## src/design/kta_pkg.sv

```systemverilog
// package: constants of the keypad tone and ring alerter
package kta_pkg;
   localparam int RES_HZ    = 480000;
   localparam int NROW      = 4;
   localparam int NCOL      = 3;
   localparam int HW        = 10;
   localparam int WW        = 14;
   localparam int ROW1_HZ   = 697;
   localparam int ROW2_HZ   = 770;
   localparam int ROW3_HZ   = 852;
   localparam int ROW4_HZ   = 941;
   localparam int COL1_HZ   = 1209;
   localparam int COL2_HZ   = 1336;
   localparam int COL3_HZ   = 1447;
   localparam int AL_LO_HZ  = 1800;
   localparam int AL_HI_HZ  = 2250;
   localparam int WARBLE_HZ = 20;
   localparam int DEB_US    = 2000;
   localparam int RSMP_US   = 1000;
   localparam int RING_CW   = 8;
   localparam int RING_UP   = 2;
   localparam int RING_ON   = 200;
   localparam int RING_OFF  = 8;
   localparam int AW        = 4;
   localparam logic [AW-1:0] CTRL_OFS   = 4'h0;
   localparam logic [AW-1:0] STAT_OFS   = 4'h4;
   localparam int            CTRL_TONE  = 0;
   localparam int            CTRL_ALERT = 1;
   localparam logic [1:0]    CTRL_RST   = 2'h3;
   localparam logic [1:0]    RESP_OKAY  = 2'h0;
   localparam logic [1:0]    RESP_SLVERR = 2'h2;

   // half period in resonator ticks, rounded to nearest
   function automatic logic [HW-1:0] half_of(input int hz);
      return HW'((RES_HZ + hz) / (2 * hz));
   endfunction : half_of

   localparam logic [NROW-1:0][HW-1:0] ROW_HALF = {half_of(ROW4_HZ),
      half_of(ROW3_HZ), half_of(ROW2_HZ), half_of(ROW1_HZ)};
   localparam logic [NCOL-1:0][HW-1:0] COL_HALF = {half_of(COL3_HZ),
      half_of(COL2_HZ), half_of(COL1_HZ)};
   localparam logic [HW-1:0] AL_LO_HALF  = half_of(AL_LO_HZ);
   localparam logic [HW-1:0] AL_HI_HALF  = half_of(AL_HI_HZ);
   localparam logic [WW-1:0] WARBLE_HALF = WW'(RES_HZ / (2 * WARBLE_HZ));
   localparam logic [HW-1:0] DEB_TICKS   =
      HW'(DEB_US * (RES_HZ / 1000) / 1000);
   localparam logic [HW-1:0] RSMP_TICKS  =
      HW'(RSMP_US * (RES_HZ / 1000) / 1000);
endpackage : kta_pkg

```

## src/design/kta_sqgen.sv

```systemverilog
// square wave generator stepped by the resonator tick
`timescale 1ns/1ps
module kta_sqgen
   import kta_pkg::*;
#(
   parameter int W = HW
) (
   input  logic         sys_clk,
   input  logic         rst,
   input  logic         tick,
   input  logic         enable,
   input  logic [W-1:0] half_cnt,
   output logic         sq_out
);
   typedef struct packed {
      logic [W-1:0] cnt;
      logic         sq;
   } kta_sq_s;

   kta_sq_s s_q;
   kta_sq_s s_d;

   always_comb begin
      s_d = s_q;
      if (!enable) begin
         s_d = '0;
      end else if (tick) begin
         if (s_q.cnt >= half_cnt - W'(1)) begin
            s_d.cnt = '0;
            s_d.sq  = ~s_q.sq;
         end else begin
            s_d.cnt = s_q.cnt + W'(1);
         end
      end
   end

   always_ff @(posedge sys_clk or posedge rst) begin
      if (rst) begin
         s_q <= '0;
      end else begin
         s_q <= s_d;
      end
   end

   assign sq_out = s_q.sq;
endmodule : kta_sqgen

```

## src/design/kta_ringdet.sv

```systemverilog
// ringing detector: up/down counter with hysteresis
`timescale 1ns/1ps
module kta_ringdet
   import kta_pkg::*;
#(
   parameter int CW  = RING_CW,
   parameter int UP  = RING_UP,
   parameter int ON  = RING_ON,
   parameter int OFF = RING_OFF
) (
   input  logic sys_clk,
   input  logic rst,
   input  logic sample_tick,
   input  logic level_high,
   output logic ring_valid
);
   typedef struct packed {
      logic [CW-1:0] cnt;
      logic          valid;
   } kta_rd_s;

   kta_rd_s s_q;
   kta_rd_s s_d;
   localparam logic [CW-1:0] MAXC = '1;

   always_comb begin
      s_d = s_q;
      if (sample_tick) begin
         if (level_high) begin
            s_d.cnt = (s_q.cnt > MAXC - CW'(UP)) ? MAXC : s_q.cnt + CW'(UP);
         end else if (s_q.cnt != '0) begin
            s_d.cnt = s_q.cnt - CW'(1);
         end
      end
      if (s_q.cnt >= CW'(ON)) begin
         s_d.valid = 1'b1;
      end else if (s_q.cnt <= CW'(OFF)) begin
         s_d.valid = 1'b0;
      end
   end

   always_ff @(posedge sys_clk or posedge rst) begin
      if (rst) begin
         s_q <= '0;
      end else begin
         s_q <= s_d;
      end
   end

   assign ring_valid = s_q.valid;
endmodule : kta_ringdet

```

## src/design/kta_top.sv

```systemverilog
// keypad tone selector, ring alerter and register slave
//
// Decided for this implementation: the AXI4-Lite slave port and the register offsets.
`timescale 1ns/1ps
module kta_top
   import kta_pkg::*;
(
   input  logic          sys_clk,
   input  logic          rst,
   input  logic          resonator_pin,
   input  logic          hook_speech_enable,
   input  logic          row_line_1,
   input  logic          row_line_2,
   input  logic          row_line_3,
   input  logic          row_line_4,
   input  logic          column_line_1,
   input  logic          column_line_2,
   input  logic          column_line_3,
   input  logic          ring_level_high,
   output logic          dual_tone_signalling_low,
   output logic          dual_tone_signalling_high,
   output logic          tone_to_tx,
   output logic          rx_attenuate,
   output logic          speech_enable,
   output logic          ring_valid,
   output logic          alerter_out_a,
   output logic          alerter_out_b,
   input  logic [AW-1:0] s_axi_awaddr,
   input  logic          s_axi_awvalid,
   output logic          s_axi_awready,
   input  logic [31:0]   s_axi_wdata,
   input  logic [3:0]    s_axi_wstrb,
   input  logic          s_axi_wvalid,
   output logic          s_axi_wready,
   output logic [1:0]    s_axi_bresp,
   output logic          s_axi_bvalid,
   input  logic          s_axi_bready,
   input  logic [AW-1:0] s_axi_araddr,
   input  logic          s_axi_arvalid,
   output logic          s_axi_arready,
   output logic [31:0]   s_axi_rdata,
   output logic [1:0]    s_axi_rresp,
   output logic          s_axi_rvalid,
   input  logic          s_axi_rready
);
   localparam int NK = NROW + NCOL;

   typedef struct packed {
      logic [1:0]      res_s;
      logic            res_prev;
      logic [1:0]      hk_s;
      logic [1:0]      rl_s;
      logic [NK-1:0]   key_s1;
      logic [NK-1:0]   key_s2;
      logic [NK-1:0]   smp;
      logic [NK-1:0]   stb;
      logic [HW-1:0]   deb;
      logic            low_on;
      logic            high_on;
      logic [1:0]      row_idx;
      logic [1:0]      col_idx;
      logic [HW-1:0]   rs_cnt;
      logic            rs_tick;
      logic [WW-1:0]   warb_cnt;
      logic            warb_sel;
      logic            tone_lo;
      logic            tone_hi;
      logic            tx_sel;
      logic            rx_att;
      logic            spk_en;
      logic            ring_o;
      logic            al_a;
      logic            al_b;
      logic [1:0]      ctrl;
      logic            aw_v;
      logic [AW-1:0]   aw_a;
      logic            w_v;
      logic [31:0]     w_d;
      logic            w_s;
      logic            awrdy;
      logic            wrdy;
      logic            bvalid;
      logic [1:0]      bresp;
      logic            arrdy;
      logic            rvalid;
      logic [31:0]     rdata;
      logic [1:0]      rresp;
   } kta_main_s;

   kta_main_s s_q;
   kta_main_s s_d;

   logic          res_tick;
   logic          hk;
   logic          lo_sq;
   logic          hi_sq;
   logic          al_sq;
   logic          ring_v;
   logic [HW-1:0] al_half;

   assign res_tick = s_q.res_s[1] & ~s_q.res_prev;
   assign hk       = s_q.hk_s[1];
   assign al_half  = s_q.warb_sel ? AL_HI_HALF : AL_LO_HALF;

   kta_sqgen #(.W(HW)) u_low (
      .sys_clk  (sys_clk),
      .rst      (rst),
      .tick     (res_tick),
      .enable   (s_q.low_on),
      .half_cnt (ROW_HALF[s_q.row_idx]),
      .sq_out   (lo_sq)
   );

   kta_sqgen #(.W(HW)) u_high (
      .sys_clk  (sys_clk),
      .rst      (rst),
      .tick     (res_tick),
      .enable   (s_q.high_on),
      .half_cnt (COL_HALF[s_q.col_idx]),
      .sq_out   (hi_sq)
   );

   kta_sqgen #(.W(HW)) u_alert (
      .sys_clk  (sys_clk),
      .rst      (rst),
      .tick     (res_tick),
      .enable   (ring_v),
      .half_cnt (al_half),
      .sq_out   (al_sq)
   );

   kta_ringdet u_ring (
      .sys_clk     (sys_clk),
      .rst         (rst),
      .sample_tick (s_q.rs_tick),
      .level_high  (s_q.rl_s[1]),
      .ring_valid  (ring_v)
   );

   always_comb begin
      logic [NK-1:0] act;
      logic [31:0]   stat;
      s_d = s_q;
      act = '0;
      stat = '0;
      // input synchronisers
      s_d.res_s    = {s_q.res_s[0], resonator_pin};
      s_d.res_prev = s_q.res_s[1];
      s_d.hk_s     = {s_q.hk_s[0], hook_speech_enable};
      s_d.rl_s     = {s_q.rl_s[0], ring_level_high};
      s_d.key_s1   = {column_line_3, column_line_2, column_line_1,
                      row_line_4, row_line_3, row_line_2, row_line_1};
      s_d.key_s2   = s_q.key_s1;
      // rows active low, columns active high
      if (hk) begin
         act = {s_q.key_s2[NK-1:NROW], ~s_q.key_s2[NROW-1:0]};
      end
      if (act != s_q.smp) begin
         s_d.smp = act;
         s_d.deb = '0;
      end else if (res_tick) begin
         if (s_q.deb == DEB_TICKS - HW'(1)) begin
            s_d.stb = s_q.smp;
         end else begin
            s_d.deb = s_q.deb + HW'(1);
         end
      end
      // a group sounds only while exactly one of its lines is active
      s_d.low_on  = hk && s_q.ctrl[CTRL_TONE] &&
         $countones(s_q.stb[NROW-1:0]) == 1;
      s_d.high_on = hk && s_q.ctrl[CTRL_TONE] &&
         $countones(s_q.stb[NK-1:NROW]) == 1;
      for (int i = 0; i < NROW; i++) begin
         if (s_q.stb[i]) begin
            s_d.row_idx = 2'(i);
         end
      end
      for (int j = 0; j < NCOL; j++) begin
         if (s_q.stb[NROW+j]) begin
            s_d.col_idx = 2'(j);
         end
      end
      // ringing sample pace
      s_d.rs_tick = 1'b0;
      if (res_tick) begin
         if (s_q.rs_cnt == RSMP_TICKS - HW'(1)) begin
            s_d.rs_cnt  = '0;
            s_d.rs_tick = 1'b1;
         end else begin
            s_d.rs_cnt = s_q.rs_cnt + HW'(1);
         end
      end
      // warble between the two alerter tones
      if (!ring_v) begin
         s_d.warb_cnt = '0;
         s_d.warb_sel = 1'b0;
      end else if (res_tick) begin
         if (s_q.warb_cnt == WARBLE_HALF - WW'(1)) begin
            s_d.warb_cnt = '0;
            s_d.warb_sel = ~s_q.warb_sel;
         end else begin
            s_d.warb_cnt = s_q.warb_cnt + WW'(1);
         end
      end
      s_d.tone_lo = lo_sq & s_q.low_on;
      s_d.tone_hi = hi_sq & s_q.high_on;
      s_d.tx_sel  = s_q.low_on | s_q.high_on;
      s_d.rx_att  = s_q.low_on | s_q.high_on;
      s_d.spk_en  = hk;
      s_d.ring_o  = ring_v & s_q.ctrl[CTRL_ALERT];
      s_d.al_a    = ring_v & s_q.ctrl[CTRL_ALERT] & al_sq;
      s_d.al_b    = ring_v & s_q.ctrl[CTRL_ALERT] & ~al_sq;
      // register slave: write side
      if (s_axi_awvalid && s_q.awrdy) begin
         s_d.aw_v = 1'b1;
         s_d.aw_a = s_axi_awaddr;
      end
      if (s_axi_wvalid && s_q.wrdy) begin
         s_d.w_v = 1'b1;
         s_d.w_d = s_axi_wdata;
         s_d.w_s = s_axi_wstrb[0];
      end
      if (s_q.bvalid && s_axi_bready) begin
         s_d.bvalid = 1'b0;
      end
      if (s_q.aw_v && s_q.w_v && !s_q.bvalid) begin
         s_d.aw_v   = 1'b0;
         s_d.w_v    = 1'b0;
         s_d.bvalid = 1'b1;
         s_d.bresp  = RESP_OKAY;
         if (s_q.aw_a == CTRL_OFS) begin
            if (s_q.w_s) begin
               s_d.ctrl = s_q.w_d[1:0];
            end
         end else if (s_q.aw_a != STAT_OFS) begin
            s_d.bresp = RESP_SLVERR;
         end
      end
      s_d.awrdy = !s_d.aw_v && !s_d.bvalid;
      s_d.wrdy  = !s_d.w_v && !s_d.bvalid;
      // register slave: read side
      stat = {22'h0, s_q.col_idx, s_q.row_idx, s_q.warb_sel,
              s_q.high_on, s_q.low_on, ring_v, hk, 1'b0};
      if (s_q.rvalid && s_axi_rready) begin
         s_d.rvalid = 1'b0;
      end
      if (s_axi_arvalid && s_q.arrdy) begin
         s_d.rvalid = 1'b1;
         s_d.rresp  = RESP_OKAY;
         s_d.rdata  = '0;
         if (s_axi_araddr == CTRL_OFS) begin
            s_d.rdata = {30'h0, s_q.ctrl};
         end else if (s_axi_araddr == STAT_OFS) begin
            s_d.rdata = stat;
         end else begin
            s_d.rresp = RESP_SLVERR;
         end
      end
      s_d.arrdy = !s_d.rvalid;
   end

   always_ff @(posedge sys_clk or posedge rst) begin
      if (rst) begin
         s_q      <= '0;
         s_q.ctrl <= CTRL_RST;
      end else begin
         s_q <= s_d;
      end
   end

   assign dual_tone_signalling_low  = s_q.tone_lo;
   assign dual_tone_signalling_high = s_q.tone_hi;
   assign tone_to_tx    = s_q.tx_sel;
   assign rx_attenuate  = s_q.rx_att;
   assign speech_enable = s_q.spk_en;
   assign ring_valid    = s_q.ring_o;
   assign alerter_out_a = s_q.al_a;
   assign alerter_out_b = s_q.al_b;
   assign s_axi_awready = s_q.awrdy;
   assign s_axi_wready  = s_q.wrdy;
   assign s_axi_bresp   = s_q.bresp;
   assign s_axi_bvalid  = s_q.bvalid;
   assign s_axi_arready = s_q.arrdy;
   assign s_axi_rdata   = s_q.rdata;
   assign s_axi_rresp   = s_q.rresp;
   assign s_axi_rvalid  = s_q.rvalid;
endmodule : kta_top

```

## config.mk

```make
export PLATFORM = sky130hd
export DESIGN_NAME = kta_top
export DESIGN_NICKNAME = d
export VERILOG_FILES = /design/src/design/kta_pkg.sv /design/src/design/kta_sqgen.sv /design/src/design/kta_ringdet.sv /design/src/design/kta_top.sv
export SDC_FILE = /design/constraint.sdc
export NUM_CORES = 1
export LEC_CHECK = 0
export BUFFER_PORTS_ARGS = -buffer_cell sky130_fd_sc_hd__buf_2
export CORE_MARGIN = 5
export CORE_UTILIZATION = 35
export DETAILED_ROUTE_END_ITERATION = 6
export GPL_TIMING_DRIVEN = 0
export HOLD_SLACK_MARGIN = 0.12
export PLACE_DENSITY_LB_ADDON = 0.3
export SLEW_MARGIN = 20
export SYNTH_ARGS = -nofsm -noshare
export SYNTH_HDL_FRONTEND = slang
export SYNTH_SLANG_ARGS = --single-unit
```

## constraint.sdc

```tcl
create_clock -name sys_clk -period 13.2 [get_ports sys_clk]
set_clock_uncertainty 0.15 [all_clocks]
set_input_delay 3.3 -clock sys_clk [delete_from_list [all_inputs] [get_ports sys_clk]]
set_output_delay 3.3 -clock sys_clk [all_outputs]
set_load 0.005 [all_outputs]
```

# Yosys cells after proc, flatten, opt, wreduce, memory -nomap -nowiden
# Index checks and enable logic that the tools add are counted.
dict set report totals {
  reg_bits 208
  input_bits 61
  out_inout_bits 49
  word_cells 187
}
dict set report classes {
  n_addsub 16
  order_cmp 8
  n_eq_ne 16
  muxes 54
  bitwise 14
  n_reduce_logical 33
}
# cell count
set op_table {}
lappend op_table {{2-to-1 mux 10 bit} 11}
lappend op_table {{2-to-1 mux 11 bit} 6}
lappend op_table {{adder 10 x 1 -> 10 bit, second input constant} 5}
lappend op_table {{binary-select mux 10 bit (select 2 bit)} 2}
lappend op_table {{2-to-1 mux 35 bit} 1}
lappend op_table {{2-to-1 mux 34 bit} 1}
lappend op_table {{2-to-1 mux 8 bit} 4}
lappend op_table {{greater-or-equal comparator 10 bit} 3}
lappend op_table {{2-to-1 mux 15 bit} 2}
lappend op_table {{2-to-1 mux 2 bit} 11}
lappend op_table {{subtractor 10 x 1 -> 10 bit, second input constant} 2}
lappend op_table {{adder 14 x 1 -> 14 bit, second input constant} 1}
lappend op_table {{equality test 14 bit, second input constant} 1}
lappend op_table {{2-to-1 mux 14 bit} 1}
lappend op_table {{logical AND 1 bit} 12}
lappend op_table {{2-to-1 mux 1 bit} 12}
lappend op_table {{AND reduction 2 bit} 6}
lappend op_table {{equality test 10 bit, second input constant} 1}
lappend op_table {{equality test 10 x 9 -> 1 bit, second input constant} 1}
lappend op_table {{subtractor 8 x 1 -> 9 bit, second input constant} 1}
lappend op_table {{adder 8 x 2 -> 8 bit, second input constant} 1}
lappend op_table {{greater-or-equal comparator 8 bit, second input constant} 1}
lappend op_table {{greater-than comparator 8 bit, second input constant} 1}
lappend op_table {{<= comparator 8 x 4 -> 1 bit, second input constant} 1}
lappend op_table {{other kinds (25)} 53}

# Logic depth before layout (Yosys ltp)
# Gate-level depths: netlist (run 1).
dict set report logic_depth {
  word_depth 7
  ltp_mapped 9
  mapped_depth_nobuf 9
}

# Hierarchy
# From an unflattened synthesis (run 1), not the netlist that was laid out.
dict set report unflattened {
  cells_unflattened 840
  hier_area_um2 8668.3
}
# module instances cells_per_inst area_each_um2 seq_area_each_um2
set modules_own_cells {}
lappend modules_own_cells {kta_top 1 436 4982.3 2805.2}
lappend modules_own_cells {{kta_sqgen (u_alert ...)} 2 103 947.2 275.3}
lappend modules_own_cells {{kta_sqgen (u_low)} 1 105 940.9 275.3}
lappend modules_own_cells {kta_ringdet 1 93 850.8 225.2}

# Worst setup path after synthesis (run 1)
# Ideal clock, no wire load.
dict set report synth_timing {
  path_type {input to register}
  from {in s_axi_araddr[1]}
  to {reg s_q, in the netlist s_axi_rdata[2]}
  setup_ns 0.066
  arrival_ns 4.278
  required_time_ns 12.984
  slack_ns 8.706
  stages 4
  n_path_buf 1
  path_cell_list {nor4_1 -> and2_1 -> clkbuf_1 -> a22o_1}
}
dict set report synth_via {
  elab_chain_len 3
  elab_cells_between_ends 4
  classes_between {eq/ne (1); mux (2); reduce/logical (1)}
}
# item line
set synth_rtl {}
lappend synth_rtl {{from (decl)} kta_top.sv:38} ;# input logic [AW-1:0] s_axi_araddr,
lappend synth_rtl {{equality test 4 x 3 -> 1 bit} kta_top.sv:253} ;# end else if (s_axi_araddr == STAT_OFS) begin
lappend synth_rtl {{2-to-1 mux 10 bit} kta_top.sv:253}
lappend synth_rtl {{2-to-1 mux 10 bit (*)} kta_top.sv:251} ;# if (s_axi_araddr == CTRL_OFS) begin
lappend synth_rtl {{to (decl)} kta_top.sv:90} ;# kta_main_s s_q;
# Every way passes the cells marked *; elsewhere a longest branch is shown, timed or not.
# A chain may end at the register's enable or synchronous reset.

# Worst setup path in the final report (run 1)
dict set report layout_timing {
  from {in s_axi_araddr[1]}
  to {reg s_q, in the netlist s_axi_rdata[5]}
}
# Same word-level chain as after synthesis.

==> flow_metrics.tcl, run 1 <==
set metrics [dict create \
    status "finished clean" \
    holdBufCountCts 0 \
    fin_util_pct 42.12 \
    reg2reg_depth 8 \
    synth.distinct_cells 69 \
    rows 54 \
    ioPinCount 110 \
    fin_tns_setup_ns 0 \
    grt_remaining_overflow 0 \
    drt_pass1_iterations 5 \
    worst-r2r-setup-slack_ns 10.65 \
    crit_path_start "s_axi_araddr[1]" \
    clk_latency_ns 0.42 \
    drc 0 \
    busiest_layer "met2" \
    worst-endpoint-required_ns 13.41 \
    synth_edf_count 0 \
    fin_crit_ns 4.567 \
    cts_buffers 17 \
    vias 5531 \
    grtUsageMet2_pct 20.94 \
    p_leak_nw 4.384 \
    avgRoutedWirePerCell_um 13.61 \
    fp.dieW_um 159.8 \
    ys_seq_area_share_pct 49.08 \
    grtUsageTotal_pct 12.70 \
    gp_congestion 0.7843 \
    synth_top_area_cell "dfrtp_1" \
    reg2reg_from "s_q[116]" \
    synthCells 753 \
    drive_gt1_share_pct 17.98 \
    portBuffers 52 \
    ys_warn_count 0 \
    syn_area_per_cell_um2 10.43 \
    htree_num_levels 4 \
    ys_ff_latch 154 \
    p_per_area_nw_per_um2 125.8 \
    start_util_pct 35.78 \
    grt_max_degree 105 \
    crit_slowest_cell "nor4_1" \
    layout_common_cells "152 x dfrtp_1, 64 x nand2_1, 58 x nor2_1" \
    crit_chain "buf_2, nor4_1, and2_1, clkbuf_1, a22o_1" \
    nets 960 \
    ys_top_cells_by_area "dfrtp_1 48%, ha_1 7.6%, buf_4 3.7%" \
    cts_sinks 154 \
    synthArstFlopShare_pct 100.0 \
    synth_top_area_share_pct 48.42 \
    worst_setup_path_start_kind "input pin" \
    cts-root-buf "clkbuf_16" \
    post_cts_buffers 0 \
    first_global_vias 5567 \
    use_met3_pct 3.351 \
    chipHeight_um 159.8 \
    path_class "input pin to flop" \
    clk_path_buf_depth 2 \
    worstMarginPinSlew_ns 0.7252 \
    slew-limit-headroom_pct 51.37 \
    cp-end-kind "flop" \
    grt.met1_usage_pct 16.72 \
    die_area_um2 25540 \
    hp-class "flop to flop" \
    antenna_left 0 \
    grt_setup_unrepaired "false" \
    hold_viol_final 0 \
    cp.arrival_ns 4.77 \
    worst_hold_slack_ns 0.1971 \
    cap_violations 0 \
    slew_viol_final 0 \
    fillers 2133 \
    cts_tree "done" \
    area_growth_pct 17.73 \
    clk_pin_slew_ns 0.06 \
    grt_pass1_wl_um 27140 \
    synthFlopType "dfrtp_1" \
    core_area_um2 21960 \
    setup_viol 0 \
    cp-endpoint "s_axi_rdata[5]" \
    place_hpwl_um 11040 \
    layout_commonest_cell "dfrtp_1" \
    vias_per_cell 4.843 \
    netlist_area_um2 7856 \
    max_stage_delay_ns 0.61 \
    fmax_ghz 0.2190 \
    ir_drop_mv 0.08566 \
    r2r-end "u_high.s_q[3]" \
    drtIter0Drc 305 \
    period_share_pct 34.60 \
    diodes 0 \
    cp_max_fo 8 \
    antenna_found_initial 0 \
    wirelength_um 15540 \
    cts_resized 0 \
]
-- registers in the layout, summed over array words and instances, names as in the netlist, 8 cells and up --
register and cells:
s_q 76, u_high.s_q 10, s_d 11, u_low.s_q 10, u_alert.s_q 10, s_axi_rdata 10
u_ring.s_q 8
-- cells in the mapped netlist, drive strengths merged (4+ instances only) --
cell and n:
xnor2 28, a21o 5, nand4b 5, a211o 4, dfrtp 152, and2 11, a21oi 25, o21ai 28
clkbuf 13, nand2b 5, nor3 11, xor2 17, inv 45, nand4 9, nor3b 4, nand2 64
nor2b 15, a211oi 4, or2 5, a31oi 6, o31ai 9, and3 18, nor2 58, buf 42
o22ai 4, mux2 18, ha 48, nor4 9, a22o 16, nand3 27
-- worst min path at each step --
stage / start / end / slack [ns] / depth (start not counted)
floorplan: s_d[163] / hk / 0.18 / 0
global placement: s_d[163] / hk / 0.18 / 0
detailed placement: s_d[152] / s_q[152] / 0.19 / 0
global route: s_d[149] / s_q[149] / 0.21 / 0
finish: s_d[152] / s_q[152] / 0.20 / 0
CTS: s_d[149] / s_q[149] / 0.20 / 0
-- worst max-delay path, delay by kind of cell --
family / cells / cell delay, ns
AOI/OAI and AO/OA: 1 / 0.19
and+or+nand+nor: 2 / 0.82
buffers and inverters: 2 / 0.46
-- per-stage QoR --
stage	cells	power [mW]	instance area, µm²	worst slack [ns]
floorplan	777	0.6007	7946	5.604
global placement	1109	0.6323	8557	3.568
detailed placement	1110	0.6361	8592	8.136
CTS	1142	1.181	9249	8.585
global route	1142	1.217	9249	8.497
finish	1142	1.164	9249	8.633
-- cell type report --
type	instances	area, µm²	area share [%]
Buffer	55	362.8	3.923
Clock buffer	18	439.2	4.748
Clock inverter	14	217.7	2.354
Inverter	45	176.4	1.907
Multi-Input combinational cell	523	3558	38.47
Sequential cell	154	3856	41.69
Tap cell	280	350.3	3.788
Timing Repair Buffer	53	287.8	3.111
-- power breakdown --
part / switching, mW / total (mW) / internal (mW)
combinational: 0.0437 / 0.0888 / 0.0452
clock: 0.197 / 0.539 / 0.342
sequential: 0.0274 / 0.536 / 0.508
total: 0.268 / 1.16 / 0.895
-- kinds of logic (layout without fill, tap and decap cells) --
group	after synthesis	after routing	share of synthesized area, %
and+or+nand+nor	254	254	16.45
DFF	154	154	49.08
AOI/OAI and AO/OA	129	129	11.64
buffers and inverters	100	185	6.769
adders and majority gates	50	50	8.154
xor gates and xnor gates	45	45	5.017
muxes	20	20	2.835
other	1	25	0.04773
-- per-layer routing --
| metal | share of wire [%] | vias up | wire length, µm |
|---|---|---|---|
| li1 | - | 2765 | - |
| met1 | 47 | 2681 | 7352 |
| met2 | 48 | 72 | 7427 |
| met3 | 3.8 | 13 | 593 |
| met4 | 1.1 | 0 | 167 |
| met5 | 0 | - | 0 |
Power figures use the tool's default switching activity.
==> run 2, diff against run 1 <==
==> constraint.sdc (replaced) <==
create_clock -name sys_clk -period 4.7 [get_ports sys_clk]
set_clock_uncertainty 0.15 [all_clocks]
set_input_delay 1.175 -clock sys_clk [delete_from_list [all_inputs] [get_ports sys_clk]]
set_output_delay 1.175 -clock sys_clk [all_outputs]
set_load 0.005 [all_outputs]
==> flow_metrics.tcl, run 2 (same netlist as run 1, synthesis figures left out) <==
set metrics [dict create \
    cp-end-kind "flop" \
    hp-class "flop to flop" \
    layout_commonest_cell "dfrtp_1" \
    chipHeight_um 159.8 \
    area_growth_pct 17.90 \
    crit_buf_inv 2 \
    rows 54 \
    vias 5517 \
    grt_remaining_overflow 0 \
    path_delay_family "buffers and inverters" \
    fin_crit_ns 2.558 \
    ioPinCount 110 \
    worst_setup_path_start_kind "flop" \
    htree_num_levels 4 \
    cap_violations 0 \
    antenna_found_initial 0 \
    drive_gt1_share_pct 18.36 \
    cp_max_fo 10 \
    fp.dieW_um 159.8 \
    p_leak_nw 4.381 \
    placed_cells 1114 \
    use_met3_pct 2.809 \
    drtIter0Drc 302 \
    largest_register_ffs 76 \
    top_register "s_q" \
    nets 964 \
    gp_congestion 0.8349 \
    hold_viol_final 0 \
    wirelength_um 15640 \
    placed_area_um2 8668 \
    antenna_left 0 \
    clk_pin_slew_ns 0.07 \
    fin_area_um2 9263 \
    post_cts_buffers 0 \
    worst-endpoint-required_ns 4.82 \
    die_area_um2 25540 \
    period_share_pct 54.42 \
    clk_path_buf_depth 2 \
    grt_setup_unrepaired "false" \
    first_global_vias 5344 \
    max_stage_delay_ns 0.56 \
    grtUsageMet2_pct 19.76 \
    avgRoutedWirePerCell_um 13.65 \
    place_hpwl_um 11340 \
    portBuffers 52 \
    grt_max_degree 34 \
    fin_util_pct 42.18 \
    stdcell_count 1146 \
    power.total_mw 3.131 \
    start_util_pct 35.78 \
    worst_hold_slack_ns 0.1990 \
    cp.arrival_ns 2.68 \
    worstMarginPinSlew_ns 0.6939 \
    place_ws_ns 1.777 \
    status "finished clean" \
    cts_buffers 17 \
    path_class "flop to flop" \
    cts_sinks 154 \
    slew_viol_final 0 \
    holdBufCountCts 0 \
    p_per_area_nw_per_um2 338.0 \
    slew-limit-headroom_pct 53.43 \
    cts-root-buf "clkbuf_16" \
    crit_slowest_cell "clkbuf_1" \
    grt.met1_usage_pct 18.02 \
    drc 0 \
    setup_viol 0 \
    vias_per_cell 4.814 \
    clk_latency_ns 0.42 \
    cts_resized 0 \
    layout_common_cells "152 x dfrtp_1, 64 x nand2_1, 58 x nor2_1" \
    busiest_layer "met2" \
    grt_pass1_wl_um 27210 \
    crit_chain "nand2b_1, clkbuf_1, clkbuf_1, nand2_1, nand2_1, o21ai_0" \
    fmax_ghz 0.3910 \
    fin_tns_setup_ns 0 \
    grtUsageTotal_pct 12.77 \
    diodes 0 \
    core_area_um2 21960 \
    worst_slack_ns 2.142 \
    cts_tree "done" \
    drt_pass1_iterations 4 \
    ir_drop_mv 0.2228 \
]
==> run 2: changes by cell type in the layout (fill, tap and decap cells not counted), sizes merged <==
cell      change
buf           +4
clkinv        -5
inv           +8
clkbuf        -1
clkinvlp      +2
bufinv        -4
==> run 2: per-layer routing <==
layer	wire length (µm)	vias to the layer above
met4	200	0
met1	7765	2646
met5	0	-
li1	-	2781
met3	456	17
met2	7217	73
==> run 2: power breakdown <==
group          internal (mW)  switching, mW
logic                  0.133          0.126
clock network          0.760          0.606
registers               1.43         0.0775
total                   2.32          0.810
==> run 2: final timing paths <==
kind / from / endpoint / slack (ns) / cells after the start
max reg2reg: s_d[164] / u_low.s_q[2] / 2.14 / 6
min reg2reg: s_d[147] / s_q[147] / 0.20 / 0
max: s_d[164] / u_low.s_q[2] / 2.14 / 6
max in group asynchronous: rst / u_alert.s_q[10] / 2.81 / 5
min: s_d[147] / s_q[147] / 0.20 / 0
min in group asynchronous: rst / s_d[147] / 0.67 / 2
==> run 2: final cells by class <==
type	instances	area [µm²]
inverters	45	172.7
flip-flops and latches	154	3856
clock inverters	15	168.9
well taps	280	350.3
repair buffers	57	367.9
plain buffers	55	362.8
multi-input cells	523	3558
clock buffers	17	425.4
fillers	2093	12700
==> run 3, diff against run 2 <==
==> constraint.sdc (replaced) <==
create_clock -name sys_clk -period 2.2 [get_ports sys_clk]
set_clock_uncertainty 0.15 [all_clocks]
set_input_delay 0.55 -clock sys_clk [delete_from_list [all_inputs] [get_ports sys_clk]]
set_output_delay 0.55 -clock sys_clk [all_outputs]
set_load 0.005 [all_outputs]
==> flow_metrics.tcl, run 3 (same netlist as run 1, synthesis figures left out) <==
set metrics [dict create \
    grtUsageTotal_pct 12.94 \
    vias 5727 \
    ir_drop_mv 0.4152 \
    fin_crit_ns 2.231 \
    cts_tree "done" \
    antenna_left 0 \
    path_class "flop to flop" \
    layout_common_cells "147 x dfrtp_1, 65 x buf_4, 63 x nand2_1" \
    crit_chain "inv_2, ha_4, inv_2, ha_4, nand2b_4, a21o_1, a221oi_4, buf_4, o31ai_4, nor4_2" \
    stdcell_count 1187 \
    top_register "s_q" \
    nets 1005 \
    htree_num_levels 4 \
    chipHeight_um 159.8 \
    worst-endpoint-required_ns 2.38 \
    fin_util_pct 45.12 \
    power.total_mw 6.658 \
    place_hpwl_um 11410 \
    crit_slowest_cell "dfrtp_1" \
    cap_violations 0 \
    placed_cells 1114 \
    worst_slack_ns -0.03149 \
    grt_remaining_overflow 0 \
    hp-class "input pin to flop" \
    clk_path_buf_depth 2 \
    first_global_vias 5676 \
    p_leak_nw 4.601 \
    grt_setup_unrepaired "true" \
    violations "setup timing" \
    fillers 2008 \
    fin_area_um2 9907 \
    max_stage_delay_ns 0.42 \
    period_share_pct 101.4 \
    fp.dieW_um 159.8 \
    grt_max_degree 34 \
    setup_viol 2 \
    cp.arrival_ns 2.41 \
    core_area_um2 21960 \
    slew_viol_final 0 \
    vias_per_cell 4.825 \
    drtIter0Drc 330 \
    slew-limit-headroom_pct 60.06 \
    place_ws_ns -0.4078 \
    drc 0 \
    p_per_area_nw_per_um2 672.0 \
    layout_commonest_cell "dfrtp_1" \
    area_growth_pct 26.10 \
    clk_latency_ns 0.43 \
    die_area_um2 25540 \
    cts-root-buf "clkbuf_16" \
    grt_pass1_wl_um 27680 \
    hold_viol_final 0 \
    start_util_pct 35.78 \
    worst_hold_slack_ns 0.1880 \
    wirelength_um 16630 \
    drive_gt1_share_pct 26.02 \
    cts_sinks 154 \
    cp_max_fo 5 \
    largest_register_ffs 76 \
    avgRoutedWirePerCell_um 14.01 \
    rows 54 \
    portBuffers 52 \
    fmax_ghz 0.4481 \
    clk_pin_slew_ns 0.06 \
    diodes 0 \
    antenna_found_initial 0 \
    cp-end-kind "flop" \
    worst_setup_path_start_kind "flop" \
    cts_buffers 17 \
    worstMarginPinSlew_ns 0.5979 \
    ioPinCount 110 \
    gp_congestion 0.8064 \
    drt_pass1_iterations 4 \
    status "complete, but fails checks" \
    fin_tns_setup_ns -0.04092 \
    placed_area_um2 8675 \
]
run 3: cell types whose count changed in the layout (fill, tap and decap cells not counted), sizes merged:
cell,previous run,this run
clkinv,2,6
clkinvlp,2,3
clkbuf,30,31
inv,55,48
dlygate4sd3,0,11
o31ai,9,10
o21ai,28,29
buf,99,128
run 3: metal layers:
layer	vias up	wire length, µm	GRT usage, %
li1	2869	-	-
met1	2744	7727	17.04
met2	102	7893	20.84
met3	12	856	3.737
met4	0	153	3.833
met5	-	0	0
run 3: area by class of cell:
cell class                      instances  area, µm²  share of cell area, %
Timing Repair Buffer                   97      706.9                  7.136
Tap cell                              280      350.3                  3.536
Clock buffer                           19      442.9                  4.471
Inverter                               45      172.7                  1.743
Buffer                                 54      371.6                  3.751
Clock inverter                         13      137.6                  1.389
Multi-Input combinational cell        525       3862                  38.99
Sequential cell                       154       3862                  38.99
run 3: power breakdown:
part	switching (mW)	internal, mW
sequential	0.165	3.05
combinational	0.273	0.305
clock	1.25	1.62
total	1.68	4.97
run 3: timing repair:
item                                    CTS  global route
hold buffers                             11             0
pin swaps                                10             8
endpoints found under the setup margin   72            56
resized for setup                        37            30
setup buffers                             8            21
endpoints found under the hold margin    34             0
cloned                                    1             1
run 3: worst paths after layout:
path | slack [ns] | depth (start not counted) | startpoint | to
setup / recovery | -0.03 | 10 | s_q[117] | u_high.s_q[3]
hold / removal | 0.19 | 2 | s_axi_wvalid | s_axi_wready
setup reg to reg | -0.03 | 10 | s_q[117] | u_high.s_q[3]
hold reg to reg | 0.20 | 0 | s_d[166] | s_d[164]
max in group asynchronous | 0.28 | 6 | rst | s_q[80]
min in group asynchronous | 0.59 | 3 | rst | s_d[163]
run 3: critical path, delay by kind of cell (launching register included):
family                     cells  cell delay, ns
AOI/OAI and AO/OA              3            0.55
adders and majority gates      2            0.36
buffers and inverters          3            0.36
DFF                            1            0.42
and+or+nand+nor                2            0.29
